==> src/masc_pkg.sv <==
package masc_pkg;

  // Register indexes; byte address is four times the index
  localparam logic [4:0] IDX_BASIC_MODE_CONTROL      = 5'h00;
  localparam logic [4:0] IDX_ABILITY_ADVERTISEMENT   = 5'h04;
  localparam logic [4:0] IDX_CODING_SUBLAYER_CONTROL = 5'h16;
  localparam logic [4:0] IDX_LINK_CLOCK_CONTROL      = 5'h17;
  localparam logic [4:0] IDX_CONFIG_STATUS           = 5'h18;

  // Basic mode control fields
  localparam int BMC_RESTART_BIT = 9;
  localparam int BMC_DUPLEX_BIT  = 8;
  localparam int BMC_NEGOTIATION_ENABLE_STRAP_BIT   = 12;
  localparam int BMC_SPEED_BIT   = 13;

  // Coding sublayer control fields
  localparam int CSC_FIBER_BIT   = 6;
  localparam int CSC_FEF_BIT     = 3;
  localparam int CSC_SCR_BIT     = 1;
  localparam int CSC_DESCR_BIT   = 0;

  // Link clock control and configuration status fields
  localparam int LCC_MASTER_BIT  = 0;
  localparam int CST_STRAP_LSB   = 0;
  localparam int CST_LOADED_BIT  = 4;
  localparam int CST_VALID_BIT   = 5;
  localparam int CST_SPEED_BIT   = 6;
  localparam int CST_DUPLEX_BIT  = 7;

  // Advertisement layout: ability bits [8:5], selector [4:0]
  localparam int ADV_LSB = 5;
  localparam logic [4:0] ADV_SELECTOR = 5'h01;
  // Ability order {100 full, 100 half, 10 full, 10 half}
  localparam logic [3:0] ADV_10_BOTH  = 4'h3;
  localparam logic [3:0] ADV_100_BOTH = 4'hC;
  localparam logic [3:0] ADV_100_FULL = 4'h8;
  localparam logic [3:0] ADV_ALL      = 4'hF;

  // Strap vector positions and settle time
  localparam int STRAP_MEDIA = 3;
  localparam int STRAP_NEGOTIATION_ENABLE_STRAP = 2;
  localparam int STRAP_AN1   = 1;
  localparam int STRAP_AN0   = 0;
  localparam logic [2:0] STRAP_SETTLE_CYCLES = 3'h4;

  // Timing figures, in bit times unless marked
  localparam int REF_CLK_PERIOD_NS = 40;
  localparam logic [7:0] TX_LATENCY_BITS     = 8'h0D; // 13
  localparam logic [7:0] RX_LATENCY_TP_BITS  = 8'h38; // 56
  localparam logic [7:0] RX_LATENCY_FX_BITS  = 8'h2E; // 46
  localparam logic [7:0] CRS_ON_TP_BITS      = 8'h13; // 19
  localparam logic [7:0] CRS_ON_FX_BITS      = 8'h09; // 9
  localparam logic [7:0] CRS_OFF_TP_BITS     = 8'h1A; // 26
  localparam logic [7:0] CRS_OFF_FX_BITS     = 8'h10; // 16
  localparam logic [1:0] ELASTICITY_DEFAULT  = 2'h1;

  typedef struct packed {
    logic       fiber;
    logic       anEnable;
    logic       speed100;
    logic       fullDuplex;
    logic [3:0] advertise;
  } masc_link_cfg_t;

  typedef struct packed {
    logic [7:0] txBits;
    logic [7:0] rxBits;
    logic [7:0] crsOnBits;
    logic [7:0] crsOffBits;
  } masc_latency_t;

  typedef struct packed {
    logic [3:0] data;
    logic       valid;
    logic       error;
  } masc_mii_rx_t;

  typedef struct packed {
    logic [3:0] data;
    logic       enable;
  } masc_mii_tx_t;

  typedef struct packed {
    logic       valid;
    logic       speed100;
    logic       fullDuplex;
  } masc_resolved_t;

endpackage

==> src/masc_config.sv <==
`timescale 1ns/10ps
`default_nettype none
module masc_config
  import masc_pkg::*;
(
  // Clock and reset
  input  wire logic           core_clk,
  input  wire logic           rst_n,
  // Strap pins
  input  wire logic           rxErrorStrap,
  input  wire logic           negotiation_enable_strap,
  input  wire logic           ability_strap_high,
  input  wire logic           ability_strap_low,
  // Avalon-MM slave
  input  wire logic [6:0]     avsAddress,
  input  wire logic           avsRead,
  input  wire logic           avsWrite,
  input  wire logic [3:0]     avsByteenable,
  input  wire logic [31:0]    avsWritedata,
  output logic      [31:0]    avsReaddata,
  output logic                avsWaitrequest,
  // Negotiation partner ability {100F,100H,10F,10H}
  input  wire logic [3:0]     partnerAbility,
  // Single-clock MAC path
  input  wire masc_mii_tx_t   txFromMac,
  input  wire masc_mii_rx_t   rxFromPcs,
  input  wire logic           crsFromPcs,
  output masc_mii_tx_t        txCaptured,
  output masc_mii_rx_t        rxToMac,
  output logic                crsToMac,
  // Configuration results
  output masc_link_cfg_t      linkCfg,
  output masc_resolved_t      resolvedMode,
  output masc_latency_t       latency,
  output logic                restartNegotiation,
  output logic                rmiiClkOut
);

  // Whole state of the block
  typedef struct packed {
    logic [3:0]     sy1;
    logic [3:0]     sy2;
    logic [3:0]     sy3;
    logic [3:0]     filt;
    logic [2:0]     settle;
    logic           loaded;
    logic [3:0]     strapCap;
    masc_link_cfg_t cfg;
    logic           farEnd;
    logic           scrBypass;
    logic           descrBypass;
    logic           restart;
    logic           rmiiMaster;
    logic           rmiiClk;
    logic           ack;
    logic [15:0]    rdData;
    masc_resolved_t res;
    masc_latency_t  lat;
    masc_mii_tx_t   tx;
    masc_mii_rx_t   rx;
  } masc_state_t;

  masc_state_t state_reg;
  masc_state_t state_next;

  logic        reqActive;
  logic        wrAccept;
  logic [4:0]  regIndex;
  logic [15:0] wrOld;
  logic [15:0] wrVal;

  // Advertised set for an ability strap pair
  function automatic logic [3:0] advFromStrap(input logic [1:0] ab);
    unique case (ab)
      2'b00:   advFromStrap = ADV_10_BOTH;
      2'b01:   advFromStrap = ADV_100_BOTH;
      2'b10:   advFromStrap = ADV_100_FULL;
      2'b11:   advFromStrap = ADV_ALL;
    endcase
  endfunction

  // Highest common mode, priority 100F > 100H > 10F > 10H
  function automatic masc_resolved_t bestMode(input logic [3:0] common);
    bestMode = '0;
    if (common[3])
      bestMode = '{valid: 1'b1, speed100: 1'b1, fullDuplex: 1'b1};
    else if (common[2])
      bestMode = '{valid: 1'b1, speed100: 1'b1, fullDuplex: 1'b0};
    else if (common[1])
      bestMode = '{valid: 1'b1, speed100: 1'b0, fullDuplex: 1'b1};
    else if (common[0])
      bestMode = '{valid: 1'b1, speed100: 1'b0, fullDuplex: 1'b0};
  endfunction

  // Register read image by index
  function automatic logic [15:0] regRead(input logic [4:0] idx,
                                          input masc_state_t s);
    regRead = '0;
    unique case (idx)
      IDX_BASIC_MODE_CONTROL:
      begin
        regRead[BMC_SPEED_BIT]   = s.cfg.speed100;
        regRead[BMC_NEGOTIATION_ENABLE_STRAP_BIT]   = s.cfg.anEnable;
        regRead[BMC_RESTART_BIT] = s.restart;
        regRead[BMC_DUPLEX_BIT]  = s.cfg.fullDuplex;
      end
      IDX_ABILITY_ADVERTISEMENT:
      begin
        regRead[ADV_LSB +: 4] = s.cfg.advertise;
        regRead[4:0]          = ADV_SELECTOR;
      end
      IDX_CODING_SUBLAYER_CONTROL:
      begin
        regRead[CSC_FIBER_BIT] = s.cfg.fiber;
        regRead[CSC_FEF_BIT]   = s.farEnd;
        regRead[CSC_SCR_BIT]   = s.scrBypass;
        regRead[CSC_DESCR_BIT] = s.descrBypass;
      end
      IDX_LINK_CLOCK_CONTROL:
        regRead[LCC_MASTER_BIT] = s.rmiiMaster;
      IDX_CONFIG_STATUS:
      begin
        regRead[CST_STRAP_LSB +: 4] = s.strapCap;
        regRead[CST_LOADED_BIT]     = s.loaded;
        regRead[CST_VALID_BIT]      = s.res.valid;
        regRead[CST_SPEED_BIT]      = s.res.speed100;
        regRead[CST_DUPLEX_BIT]     = s.res.fullDuplex;
      end
      default:
        regRead = '0;
    endcase
  endfunction

  // Bus handshake: one wait cycle, then the request is taken
  assign reqActive      = avsRead | avsWrite;
  assign avsWaitrequest = reqActive & ~state_reg.ack;
  assign wrAccept       = avsWrite & state_reg.ack;
  assign regIndex       = avsAddress[6:2];
  assign wrOld          = regRead(regIndex, state_reg);
  assign wrVal          = {avsByteenable[1] ? avsWritedata[15:8] : wrOld[15:8],
                           avsByteenable[0] ? avsWritedata[7:0] : wrOld[7:0]};

  // Next-state logic
  always_comb
  begin
    state_next = state_reg;
    // Strap pins pass three flops; a change counts when stages agree
    state_next.sy1 = {rxErrorStrap, negotiation_enable_strap,
                      ability_strap_high, ability_strap_low};
    state_next.sy2 = state_reg.sy1;
    state_next.sy3 = state_reg.sy2;
    for (int i = 0; i < 4; i++)
    begin
      if (state_reg.sy2[i] == state_reg.sy3[i])
        state_next.filt[i] = state_reg.sy3[i];
    end
    state_next.restart = 1'b0;
    // Capture straps once after reset release
    if (!state_reg.loaded)
    begin
      if (state_reg.settle != STRAP_SETTLE_CYCLES)
        state_next.settle = state_reg.settle + 3'h1;
      else
      begin
        state_next.loaded   = 1'b1;
        state_next.strapCap = state_reg.filt;
        // Pulled low means fiber, floating high twisted pair
        state_next.cfg.fiber = ~state_reg.filt[STRAP_MEDIA];
        // Fiber strap presets the coding control bits
        state_next.farEnd      = ~state_reg.filt[STRAP_MEDIA];
        state_next.scrBypass   = ~state_reg.filt[STRAP_MEDIA];
        state_next.descrBypass = ~state_reg.filt[STRAP_MEDIA];
        // Negotiation set up by pins with no register access
        state_next.cfg.anEnable   = state_reg.filt[STRAP_NEGOTIATION_ENABLE_STRAP];
        // Forced mode from ability straps when negotiation off
        state_next.cfg.speed100   = state_reg.filt[STRAP_AN1];
        state_next.cfg.fullDuplex = state_reg.filt[STRAP_AN0];
        // Advertised abilities loaded from straps, all four if negotiation strapped off
        state_next.cfg.advertise  = state_reg.filt[STRAP_NEGOTIATION_ENABLE_STRAP] ?
          advFromStrap(state_reg.filt[STRAP_AN1:STRAP_AN0]) : ADV_ALL;
      end
    end
    // Read data latched in the wait cycle
    state_next.ack = reqActive & ~state_reg.ack;
    if (reqActive && !state_reg.ack)
      state_next.rdData = avsRead ? regRead(regIndex, state_reg) : 16'h0000;
    // Register writes take effect at the accepting edge
    if (wrAccept && state_reg.loaded)
    begin
      unique case (regIndex)
        IDX_BASIC_MODE_CONTROL:
        begin
          state_next.cfg.speed100   = wrVal[BMC_SPEED_BIT];
          state_next.cfg.fullDuplex = wrVal[BMC_DUPLEX_BIT];
          state_next.cfg.anEnable   = wrVal[BMC_NEGOTIATION_ENABLE_STRAP_BIT];
          // Restart on request or when negotiation is newly enabled
          state_next.restart = wrVal[BMC_RESTART_BIT] |
            (wrVal[BMC_NEGOTIATION_ENABLE_STRAP_BIT] & ~state_reg.cfg.anEnable);
        end
        IDX_ABILITY_ADVERTISEMENT:
          state_next.cfg.advertise = wrVal[ADV_LSB +: 4];
        IDX_CODING_SUBLAYER_CONTROL:
        begin
          state_next.cfg.fiber   = wrVal[CSC_FIBER_BIT];
          state_next.farEnd      = wrVal[CSC_FEF_BIT];
          state_next.scrBypass   = wrVal[CSC_SCR_BIT];
          state_next.descrBypass = wrVal[CSC_DESCR_BIT];
        end
        IDX_LINK_CLOCK_CONTROL:
          state_next.rmiiMaster = wrVal[LCC_MASTER_BIT];
        default:
          state_next.rmiiMaster = state_reg.rmiiMaster;
      endcase
    end
    // Mode resolution against the partner
    if (state_reg.cfg.anEnable)
      state_next.res = bestMode(state_reg.cfg.advertise & partnerAbility);
    else
      state_next.res = '{valid: 1'b1, speed100: state_reg.cfg.speed100,
                         fullDuplex: state_reg.cfg.fullDuplex};
    // Receive and carrier sense latency figures follow the media, transmit fixed
    state_next.lat.txBits     = TX_LATENCY_BITS;
    state_next.lat.rxBits     = state_reg.cfg.fiber ?
                                RX_LATENCY_FX_BITS : RX_LATENCY_TP_BITS;
    state_next.lat.crsOnBits  = state_reg.cfg.fiber ?
                                CRS_ON_FX_BITS : CRS_ON_TP_BITS;
    state_next.lat.crsOffBits = state_reg.cfg.fiber ?
                                CRS_OFF_FX_BITS : CRS_OFF_TP_BITS;
    // Interface clock generated by division in master mode
    state_next.rmiiClk = state_reg.rmiiMaster & ~state_reg.rmiiClk;
    // Transmit captured, receive launched on the rising edge
    state_next.tx = txFromMac;
    state_next.rx = rxFromPcs;
  end

  // State register
  always_ff @(posedge core_clk or negedge rst_n)
  begin
    if (!rst_n)
      state_reg <= '0;
    else
      state_reg <= state_next;
  end

  // Outputs
  assign avsReaddata        = {16'h0000, state_reg.rdData};
  assign linkCfg            = state_reg.cfg;
  assign resolvedMode       = state_reg.res;
  assign latency            = state_reg.lat;
  assign restartNegotiation = state_reg.restart;
  assign rmiiClkOut         = state_reg.rmiiClk;
  assign txCaptured         = state_reg.tx;
  assign rxToMac            = state_reg.rx;
  // Carrier sense passes straight through, not tied to edges
  assign crsToMac           = crsFromPcs;
endmodule // masc_config
`default_nettype wire

==> config.mk <==
export PLATFORM = sky130hd
export DESIGN_NAME = masc_config
export DESIGN_NICKNAME = d
export VERILOG_FILES = /design/src/masc_pkg.sv /design/src/masc_config.sv
export SDC_FILE = /design/constraint.sdc
export NUM_CORES = 1
export LEC_CHECK = 0
export BUFFER_PORTS_ARGS = -buffer_cell sky130_fd_sc_hd__buf_2
export CAP_MARGIN = 25
export CELL_PAD_IN_SITES_DETAIL_PLACEMENT = 1
export CELL_PAD_IN_SITES_GLOBAL_PLACEMENT = 1
export CORE_MARGIN = 2
export CORE_UTILIZATION = 32
export CTS_BUF_LIST = sky130_fd_sc_hd__clkbuf_8
export DETAILED_ROUTE_END_ITERATION = 10
export GPL_TIMING_DRIVEN = 0
export PLACE_DENSITY_LB_ADDON = 0.1
export SLEW_MARGIN = 0
export SYNTH_ARGS = -nofsm -noshare
export SYNTH_HDL_FRONTEND = slang
export SYNTH_SLANG_ARGS = --single-unit
==> constraint.sdc <==
create_clock -name core_clk -period 1.63 [get_ports core_clk]
set_input_delay 0.0815 -clock core_clk [delete_from_list [all_inputs] [get_ports core_clk]]
set_output_delay 0.0815 -clock core_clk [all_outputs]
set_load 0.005 [all_outputs]
Yosys cells after proc, flatten, opt, wreduce, memory -nomap -nowiden. Cells that the tools add are included.

Output and inout bits: 90. Logic and storage cells: 102. Input bits: 67. Register bits: 86.

Mux-type cells: 33. Reduce and logical (&&, ||, !) cells: 8. $add $sub $neg: 1. Bitwise logic cells: 13. Equality and inequality tests: 12.

Operators with widths (count): $mux W16 (2); $mux W3 (7); $pmux W4 S4 (1); $eq A5 B5 Y1 const B (3); $mux W14 (1); $mux W13 (1); $mux W4 (3); $mux W5 (2); $pmux W1 S2 (5); $mux W8 (1); $mux W6 (1); $not A1 Y1 (6); $reduce_and A2 Y1 (3); $eq A5 B3 Y1 const B (1); $logic_not A5 Y1 (1); $mux W1 (5); $and A1 B1 Y1 (4); $and A4 B4 Y4 (1); $eq A1 B1 Y1 (4); $eq A2 B2 Y1 const B (2); $pmux W1 S4 (1); $pmux W2 S2 (1); $add A3 B1 Y3 const B (1); $ne A3 B3 Y1 const B (1); 7 further kinds (9).

Depth between registers and ports, before layout. Gate-level depths: netlist of the first run.

Word-level depth: 7. Mapped depth: 7. Gate-level depth less buffers: 6.

Least setup slack after synthesis of the first run. No wires, ideal clock.

Kind: register to register. Start: register state_reg[82] (netlist bit). End: register state_reg (netlist bit linkCfg[1]). Path slack: 54 ps. Path buffers: 1. Required time: 1554 ps. Library setup time: 76 ps. Period minus slack after synthesis: 1576 ps. Arrival: 1500 ps. Stages on the path, launching flop included: 8. Cells stage by stage: dfrtp_1 -> inv_1 -> ha_1 -> and3b_1 -> clkbuf_1 -> and3_1 -> or3_1 -> o21ai_1.

RTL lines: from (decl) (line masc_config.sv:63) `masc_state_t state_reg;`; from (signal assigned) (line masc_config.sv:242) `state_reg <= state_next;`.

==> results of run 1 <==
==> where the power goes <==
group / internal [uW] / switching [uW] / leakage (uW) / total (uW)
clock: 577 / 651 / 0.0000907 / 1230
combinational: 499 / 348 / 0.00146 / 848
sequential: 1840 / 148 / 0.000820 / 1980
==> placed cells by master (no fill, tap or decap), types with 10 or more instances in the layout <==
cell type	count
buf_2	92
buf_4	97
clkbuf_8	10
conb_1	38
dfrtp_1	65
dlygate4sd3_1	20
inv_1	11
nand2_1	31
nor2_1	12
o21ai_0	17
==> what timing repair did <==
action	CTS	global route
hold endpoints to repair	86	0
endpoints found under the setup margin	10	12
buffers inserted	2	5
hold buffers	20	0
resized for setup	4	12
pin swaps	0	1
cloned	0	1
==> area by class of cell <==
cell class | count | share of cell area
inverters | 10 | 0.008148
flip-flops and latches | 68 | 0.3702
clock inverters | 6 | 0.007061
multi-input cells | 188 | 0.2398
plain buffers | 95 | 0.1537
repair buffers | 118 | 0.1543
clock buffers | 10 | 0.02988
well taps | 136 | 0.03694
==> worst register-to-register path, stage by stage, from the launching register on <==
cell	delay [ns]
dfrtp_2	0.45
and3_4	0.17
buf_4	0.15
and4b_2	0.26
or3_4	0.40
o21ai_1	0.08
==> layer usage <==
metal / up-vias / share of wire / wire, um / GRT usage
li1: 1310 / - / - / -
met4: 0 / 0.014 / 122 / 0.05844
met1: 1288 / 0.44 / 3779 / 0.1872
met5: - / 0 / 0 / 0
met2: 77 / 0.49 / 4176 / 0.2575
met3: 10 / 0.053 / 448 / 0.03526
==> worst min-delay path by stage <==
| stage | startpoint | endpoint | slack [ns] | cells past startpoint |
|---|---|---|---|---|
| final | avsWritedata[1] | state_reg[67]$_DFF_PN0_ | 0.01 | 3 |
| after global routing | avsWritedata[13] | linkCfg[5]$_DFF_PN0_ | 0.003 | 3 |
| after CTS | partnerAbility[3] | resolvedMode[0]$_DFF_PN0_ | 0.0002 | 3 |
| after detailed placement | rxFromPcs[5] | rxToMac[5]$_DFF_PN0_ | 0.19 | 1 |
| after global placement | negotiation_enable_strap | state_next[95]$_DFF_PN0_ | 0.19 | 1 |
| after floorplan | rst_n | avsReaddata[0]$_DFFE_PN0P_ | -0.21 | 0 |
==> cell families after synthesis <==
logic type | synth area share
XOR/XNOR | 0.005175
buffers and inverters | 0.2195
other | 0.002218
adder cells (fa/ha/maj) | 0.03030
multiplexers | 0.01478
flip-flops | 0.5026
AO/OA/AOI/OAI | 0.1090
AND/OR/NAND/NOR | 0.1164
==> metrics by stage <==
step,utilization,area [um2],hold WS [ns]
after detailed placement,0.4032,4144,0.1912
after floorplan,-,3521,-0.2141
after CTS,0.4406,4528,0.0001615
after global routing,0.4483,4607,0.003484
after global placement,0.4030,4141,0.1896
final,0.4483,4607,0.01051
==> results by group, run 1 <==
Outcome
  – Status: finished clean

Critical path
  – Worst Setup End Kind: flop
  – Arrival time worst endpoint: 1.86 ns
  – Worst path cell trace: and3_4, buf_4, and4b_2, or3_4, o21ai_1
  – CP Buf/Inv Count: 1
  – Crit. path cell count: 5
  – Top delay family on crit path: simple AND/OR/NAND/NOR gates
  – CP required: 1.91 ns
  – Worst reg-to-reg setup slack: 0.04 ns
  – Slowest-stage cell, CP: dfrtp_2
  – Crit path max fanout: 6
  – Critical Path End: linkCfg[1]$_DFF_PN0_
  – Critical path type: flop to flop
  – CP Launch Point: state_reg[81]$_DFF_PN0_
  – R2R cell count: 5
  – Startpoint types: flop
  – Crit path largest cell delay: 0.45 ns
  – R2R Path End: linkCfg[1]$_DFF_PN0_
  – R2R Path Start: state_reg[81]$_DFF_PN0_

Floorplanning
  – Rows: 37
  – Die W: 106.9 um
  – I/O pin cnt: 157
  – Core area: 0.01028 mm2
  – Initial core utilization: 0.3294
  – Die ar.: 0.01142 mm2
  – Chip height: 106.9 um

Finish
  – Final nets: 562
  – Non-Filler Instances: 631
  – Fill cell count: 1234
  – Largest register FFs: 21
  – Multi-input logic area: 0.001105 mm2
  – Storage element area: 0.001705 mm2
  – Layout area overhead: 36.07%
  – # diodes: 0
  – Layout cell share with drive strength beyond 1: 0.4485

Timing
  – Min Tclk post-route: 1.585 ns
  – Worst slew pin tran: 0.8701 ns
  – Fin Setup TNS: 0 ns
  – Setup ws final: 0.04467 ns
  – Slew margin rel.: 0.4200
  – Clock skew: 0.008583 ns
  – Fmax: 630.8 MHz
  – Hold Vio Cnt, Final: 0
  – Final Slew Violations: 0
  – Count of final setup violators: 0
  – Tcrit/Tclk final: 0.9726

Power and ir drop
  – PwrDens: 880.9 mW/mm2
  – Pwr Total: 4058 uW
  – Peak supply drop: 426.4 uV
  – Leakage: 0.002373 uW

Yosys
  – Ys flop type: dfrtp_1
  – Syn Std Cell Area: 0.003386 mm2
  – Sequential element share of the synthesized area: 0.5026
  – Syn Inst Count: 327
  – Top-count cell post-synth: buf_4
  – Post-synth EDFFs: 0
  – Mean Syn Cell Area: 10.35 um2
  – Synthesis warning total: 0
  – #FFs+latches synth: 68
  – Distinct cells, synth: 52
  – Top cell type's share of synthesized area: 0.5026
  – Synth top cells by count: 88 x buf_4, 68 x dfrtp_1, 32 x nand2_1
  – Asr flop ratio synth: 1.000
  – Post-synth top area cell: dfrtp_1
  – Main area contributors after synthesis: dfrtp_1 50%, buf_4 20%, nand2_1 3.5%

Placed design
  – Post-place setup slack: -0.1383 ns
  – DP Cell Count: 589
  – Routability Congestion: 0.7782
  – # port buffers: 90
  – DP Wirelength: 6175 um

Clock network
  – Number of H-tree branching levels: 3
  – CTS tree: yes
  – Clock sinks: 68
  – Clock-pin slew on the worst setup and hold paths: 0.07 ns
  – Cts bufs inserted: 9
  – Worst-Skew Late Latency: 0.36 ns
  – Max Buffers Root-to-Sink: 2
  – Clock root buffer: clkbuf_8

Global route
  – Pin count of the biggest net entering global routing: 69
  – Global-route wire length before repair: 13240 um
  – GRT Total Usage: 0.1517
  – Total grt overflow: 0
  – Antenna violations before repair: 0
  – Vias in the first global route: 2672

Drt
  – Wire length per cell: 13.51 um
  – Final ANT Viol Nets: 0
  – DRT Pass-1 Iters: 4
  – Vias per std cell: 4.255
  – Drt total wl: 8526 um
  – Number of remaining DRC errors: 0
  – DR vias: 2685
  – Iteration-0 DRC Markers: 101

Flow run
  – # Max-Cap Violations: 0

Hold path
  – Min-Delay Path Class: input port to flop
(Power assumes the default switching activity.)
==> run 2: changes to the inputs <==
RECOVER_POWER = 25   (was default)
SKIP_LAST_GASP = 1   (was default)
==> run 2 against run 1 <==
Compared with the run above: sequential cell count unchanged; cell count unchanged; critical path type unchanged; global-route usage unchanged; via count shrank 0.56%; power fell by 0.14%; combinational power down 0.7%; routed wire length increased by 0.21%; clock skew about the same; core utilization decreased by 0.13 points; setup slack worse by 0.010 ns; cell area is 0.30% lower.
==> results by group, run 2 (synthesis gave the netlist of run 1 again) <==
Power and ir drop
  – PwrDens: 882.4 mW/mm2 (+0.16%)
  – Pwr Total: 4053 uW (-0.14%)
  – Leakage: 0.002373 uW (about the same)
  – Peak supply drop: 426.7 uV (about the same)

Timing
  – Final Slew Violations: 0 (unchanged)
  – Min Tclk post-route: 1.596 ns (+0.01036 ns)
  – Tcrit/Tclk final: 0.9790 (+0.006358)
  – Fmax: 626.7 MHz (-0.65%)
  – Clock skew: 0.008897 ns (+0.0003144 ns)
  – Count of final setup violators: 0 (unchanged)
  – Worst slew pin tran: 0.8731 ns (+0.003078 ns)
  – Slew margin rel.: 0.4179 (-0.002052)
  – Hold Vio Cnt, Final: 0 (unchanged)
  – RSZ-0062 raised after global routing: true
  – Fin Setup TNS: 0 ns (unchanged)
  – Worst hold slack: 0.01172 ns (+0.001202 ns)

Critical path
  – R2R cell count: 5 (unchanged)
  – R2R Path Start: state_reg[81]$_DFF_PN0_
  – Arrival time worst endpoint: 1.87 ns (about the same)
  – CP required: 1.90 ns (about the same)
  – Crit path largest cell delay: 0.45 ns (about the same)
  – Crit path max fanout: 6 (unchanged)
  – Worst reg-to-reg setup slack: 0.03 ns (about the same)
  – Worst Setup End Kind: flop
  – Slowest-stage cell, CP: dfrtp_2
  – Worst path cell trace: and3_1, buf_2, and4b_2, or3_4, o21ai_1
  – Critical path type: flop to flop
  – Startpoint types: flop
  – R2R Path End: linkCfg[1]$_DFF_PN0_

Global route
  – Antenna violations before repair: 0 (unchanged)
  – Global-route wire length before repair: 13240 um (unchanged)
  – Total grt overflow: 0 (unchanged)
  – GRT Total Usage: 0.1517 (unchanged)
  – Vias in the first global route: 2672 (unchanged)
  – Pin count of the biggest net entering global routing: 69 (unchanged)

Hold path
  – Hold Path Cell Cnt: 3 (unchanged)
  – Hold EP: linkCfg[5]$_DFF_PN0_
  – Min-Delay Path Class: input port to flop
  – Hold Path Origin: avsWritedata[13]

Drt
  – DR vias: 2670 (-0.56%)
  – DRT Pass-1 Iters: 4 (unchanged)
  – Final ANT Viol Nets: 0 (unchanged)
  – Drt total wl: 8544 um (+0.21%)
  – Vias per std cell: 4.231 (-0.56%)
  – Iteration-0 DRC Markers: 92 (-8.9%)
  – Wire length per cell: 13.54 um (+0.21%)
  – Number of remaining DRC errors: 0 (unchanged)

Finish
  – Layout area overhead: 35.66%
  – Fin area: 0.004593 mm2 (-0.30%)
  – # diodes: 0 (unchanged)
  – Final nets: 562 (unchanged)
  – Largest register FFs: 21 (unchanged)
  – Most frequent cells in the layout: 95 x buf_4, 93 x buf_2, 65 x dfrtp_1
  – Layout cell share with drive strength beyond 1: 0.4444 (-0.004040)
  – Most common cell after layout, fill and taps aside: buf_4

Clock network
  – Clock-pin slew on the worst setup and hold paths: 0.07 ns (about the same)
  – Max Buffers Root-to-Sink: 2 (unchanged)
  – CTS tree: yes
  – Number of H-tree branching levels: 3 (unchanged)
  – Worst-Skew Late Latency: 0.35 ns (about the same)
  – Clock root buffer: clkbuf_8
  – Cts bufs inserted: 9 (unchanged)
  – Clock sinks: 68 (unchanged)

Flow run
  – # Max-Cap Violations: 0 (unchanged)

Placed design
  – # port buffers: 90 (unchanged)
  – Routability Congestion: 0.7782 (unchanged)
  – DP Wirelength: 6175 um (unchanged)
  – Placed Area: 0.004144 mm2 (unchanged)

Outcome
  – Status: finished clean

Floorplanning
  – Chip height: 106.9 um (unchanged)
  – Die ar.: 0.01142 mm2 (unchanged)
  – Rows: 37 (unchanged)
  – Die W: 106.9 um (unchanged)
  – Core area: 0.01028 mm2 (unchanged)
  – Initial core utilization: 0.3294 (unchanged)
  – I/O pin cnt: 157 (unchanged)
run 2: cell types whose count changed in the layout (fill, tap and decap cells not counted), sizes merged:
cell	previous run	this run
buf	191	190
clkbuf	12	13
run 2: critical path, delay by kind of cell, from the launching register on:
family                 cells  cell delay (ns)
DFF                        1             0.45
buffers and inverters      1             0.16
and+or+nand+nor            3             0.83
AOI/OAI and AO/OA          1             0.08
run 2: how the worst max path moves through the flow:
stage	startpoint	to	cells past startpoint
after CTS	state_reg[82]$_DFFE_PN0P_	state_reg[66]$_DFF_PN0_	6
after floorplan	state_reg[82]$_DFFE_PN0P_	linkCfg[1]$_DFF_PN0_	7
after global placement	state_reg[82]$_DFFE_PN0P_	linkCfg[1]$_DFF_PN0_	7
after global routing	linkCfg[2]$_DFF_PN0_	linkCfg[2]$_DFF_PN0_	4
final	state_reg[81]$_DFF_PN0_	linkCfg[1]$_DFF_PN0_	5
after detailed placement	state_reg[82]$_DFFE_PN0P_	linkCfg[1]$_DFF_PN0_	7
run 2: routing by layer:
layer | track usage | part of all wire
met5 | 0 | 0
met4 | 0.05844 | 0.012
met3 | 0.03526 | 0.052
met2 | 0.2575 | 0.49
met1 | 0.1872 | 0.44
run 2: layout make-up:
cell class,instances,area [um2]
repair buffers,118,710.7
flip-flops and latches,68,1705
inverters,10,37.54
well taps,136,170.2
fillers,1235,5684
clock inverters,6,32.53
plain buffers,95,705.7
multi-input cells,188,1094
clock buffers,10,137.6
run 2: stage by stage:
stage | instances | setup slack (ns) | util
5_1_grt | 631 | -0.03595 | 0.4469
3_3_place_gp | 589 | -0.1027 | 0.4030
4_1_cts | 625 | 0.01337 | 0.4406
3_5_place_dp | 589 | -0.1383 | 0.4032
2_1_floorplan | 363 | 0.05395 | -
6_report | 631 | 0.03431 | 0.4469
run 2: repair_timing:
item	in CTS	in global routing
endpoints found under the hold margin	86	0
gates resized for setup	4	9
endpoints found under the setup margin	10	12
gates cloned	0	1
buffers inserted	2	5
pin swaps	0	1
hold buffers	20	0
run 2: power by group:
group	leakage (uW)	total, uW	internal [uW]	switching [uW]
Sequential	0.000820	1980	1840	150
Clock	0.0000907	1230	577	649
Combinational	0.00146	842	495	347
Total	0.00237	4050	2910	1150
==> run 3: changes to the inputs <==
==> constraint.sdc (replaced) <==
create_clock -name core_clk -period 1.63 [get_ports core_clk]
set_input_delay 0.163 -clock core_clk [delete_from_list [all_inputs] [get_ports core_clk]]
set_output_delay 0.163 -clock core_clk [all_outputs]
set_load 0.005 [all_outputs]
==> run 3 against run 2 <==
Compared with the run above: the flow now finishes with violations (setup timing); fmax is 3.1% lower; cell count decreased by 0.48%; clock skew is 0.00072 ns lower; setup slack worse by 0.051 ns; first-iteration DRC count shrank 48%; largest cell class unchanged.
==> results by group, run 3 (synthesis gave the netlist of run 1 again) <==
Placed design
  – DP Wirelength: 6175 um (unchanged)
  – # port buffers: 90 (unchanged)
  – Post-place setup slack: -0.1383 ns (unchanged)
  – Routability Congestion: 0.7782 (unchanged)

Clock network
  – Number of H-tree branching levels: 3 (unchanged)
  – Worst-Skew Late Latency: 0.35 ns (about the same)
  – Clock sinks: 68 (unchanged)
  – Clock-pin slew on the worst setup and hold paths: 0.07 ns (about the same)
  – CTS tree: yes
  – Cts bufs inserted: 9 (unchanged)
  – Clock root buffer: clkbuf_8
  – Max Buffers Root-to-Sink: 2 (unchanged)

Outcome
  – Status: finished, violations left
  – Failing checks: setup timing

Finish
  – Largest register FFs: 21 (unchanged)
  – Final Core Density: 0.4430 (-0.003896)
  – Fill cell count: 1237 (+0.16%)
  – # diodes: 0 (unchanged)
  – Multi-input logic area: 0.001086 mm2 (-0.69%)
  – Most common cell after layout, fill and taps aside: buf_4
  – Layout cell share with drive strength beyond 1: 0.4451 (+0.0006775)
  – Final nets: 559 (-0.53%)
  – Layout area overhead: 34.48%
  – Most frequent cells in the layout: 96 x buf_4, 93 x buf_2, 65 x dfrtp_1
  – Storage element area: 0.001705 mm2 (unchanged)

Drt
  – DRT Pass-1 Iters: 4 (unchanged)
  – Iteration-0 DRC Markers: 48 (-48%)
  – Number of remaining DRC errors: 0 (unchanged)
  – Final ANT Viol Nets: 0 (unchanged)
  – Wire length per cell: 13.40 um (-1.0%)
  – DR vias: 2672 (+0.075%)
  – Vias per std cell: 4.255 (+0.55%)
  – Drt total wl: 8415 um (-1.5%)

Global route
  – Pin count of the biggest net entering global routing: 69 (unchanged)
  – Vias in the first global route: 2657 (-0.56%)
  – Global-route wire length before repair: 13190 um (-0.42%)
  – Antenna violations before repair: 0 (unchanged)
  – GRT Total Usage: 0.1512 (-0.0005183)
  – Total grt overflow: 0 (unchanged)

Critical path
  – Top delay family on crit path: simple AND/OR/NAND/NOR gates
  – Crit path largest cell delay: 0.48 ns (+0.03 ns)
  – Crit path max fanout: 4 (-2)
  – CP Buf/Inv Count: 0 (-1)
  – Worst Setup End Kind: flop
  – Critical path type: flop to flop
  – Worst path cell trace: nor4bb_1, a41oi_1, or4_1, a31oi_1
  – CP required: 1.87 ns (-0.03 ns)
  – Startpoint types: flop
  – Slowest-stage cell, CP: or4_1
  – Arrival time worst endpoint: 1.89 ns (+0.02 ns)

Power and ir drop
  – Pint: 2895 uW (-0.42%)
  – PwrDens: 885.7 mW/mm2 (+0.37%)
  – Peak supply drop: 439.8 uV (+3.1%)
  – NetSw: 1138 uW (-0.72%)
  – Sw frac: 0.2821 (-0.0006189)
  – Comb power frac: 0.204 (-0.004)
  – Leakage: 0.002363 uW (-0.45%)
  – Share of power burned in registers: 0.492 (+0.002)
  – Clock share of power: 0.304 (+0.002)

Timing
  – RSZ-0062 raised after global routing: true
  – Worst slew pin tran: 0.8659 ns (-0.007224 ns)
  – Tcrit/Tclk final: 1.010 (+0.03147)
  – Clock skew: 0.008175 ns (-0.0007225 ns)
  – Count of final setup violators: 1 (+1)
  – Final Slew Violations: 0 (unchanged)
  – Hold Vio Cnt, Final: 0 (unchanged)
  – Fin Setup TNS: -0.01699 ns (-0.01699 ns)
  – Fmax: 607.2 MHz (-3.1%)
  – Slew margin rel.: 0.4227 (+0.004815)
  – Min Tclk post-route: 1.647 ns (+0.05130 ns)
  – Setup ws final: -0.01699 ns (-0.05130 ns)

Floorplanning
  – Chip height: 106.9 um (unchanged)
  – Rows: 37 (unchanged)
  – Die W: 106.9 um (unchanged)
  – I/O pin cnt: 157 (unchanged)
  – Initial core utilization: 0.3294 (unchanged)
  – Core area: 0.01028 mm2 (unchanged)
  – Die ar.: 0.01142 mm2 (unchanged)

Flow run
  – # Max-Cap Violations: 0 (unchanged)

Hold path
  – Min-Delay Path Class: input port to flop
==> run 3: changes by cell type in the layout (fill, tap and decap cells not counted) <==
cell and change:
buf_4 +1, dlygate4sd3_1 -4, nand2_2 -1, nand3_2 -1, nand2_1 +1, nand3_1 +1
==> run 3: worst paths after layout <==
path	from	to	slack, ns	cells past startpoint
worst max register to register	linkCfg[2]$_DFF_PN0_	linkCfg[2]$_DFF_PN0_	-0.02	4
worst min register to register	state_next[95]$_DFF_PN0_	state_next[91]$_DFF_PN0_	0.35	0
worst min-delay path	avsByteenable[1]	restartNegotiation$_DFF_PN0_	0.05	2
worst max-delay path	linkCfg[2]$_DFF_PN0_	linkCfg[2]$_DFF_PN0_	-0.02	4
max in group asynchronous	rst_n	linkCfg[1]$_DFF_PN0_	0.54	2
min in group asynchronous	rst_n	rxToMac[5]$_DFF_PN0_	0.47	2
==> run 3: what timing repair did <==
item	in CTS	in global routing
gates cloned	0	1
buffers inserted	2	6
pin swaps	0	1
endpoints found under the hold margin	83	0
resized for setup	4	7
endpoints found under the setup margin	10	12
hold buffers	16	0
==> run 3: through the flow <==
step                      power [uW]  instances  area [um2]  hold WS (ns)
after global placement          2771        589        4141        0.2711
after floorplan                 2450        363        3521       -0.1326
after global routing            4296        628        4553       0.05035
final                           4032        628        4553       0.05119
after CTS                       4074        621        4488       0.03008
after detailed placement        2791        589        4144        0.2727
==> run 3: layout make-up <==
class / count / area share
sequential: 68 / 0.3746
multi-input combinational: 188 / 0.2385
buffer: 95 / 0.1550
timing repair buffer: 115 / 0.1489
tap: 136 / 0.03737
clock buffer: 10 / 0.03023
inverter: 10 / 0.008244
clock inverter: 6 / 0.007145
==> run 3: power by group through the flow <==
stage	registers [uW]	logic [uW]	clock network [uW]
detailed placement	2010	777	0
floorplan	1950	496	0
CTS	1980	809	1280
finish	1990	821	1230
global placement	2010	759	0
global route	2000	915	1380
==> run 3: per-layer routing <==
layer  vias to the layer above  part of all wire  global-route usage
met2                        81              0.49              0.2557
met1                      1276              0.44              0.1872
met5                         -                 0                   0
met3                         9             0.060             0.03526
met4                         0             0.013             0.05844
li1                       1306                 -                   -
==> run 3: worst register-to-register path: cells and delay by family (launching register included) <==
family | cells | cell delay, ns
DFF | 1 | 0.42
and+or+nand+nor | 2 | 0.77
AOI/OAI and AO/OA | 2 | 0.36
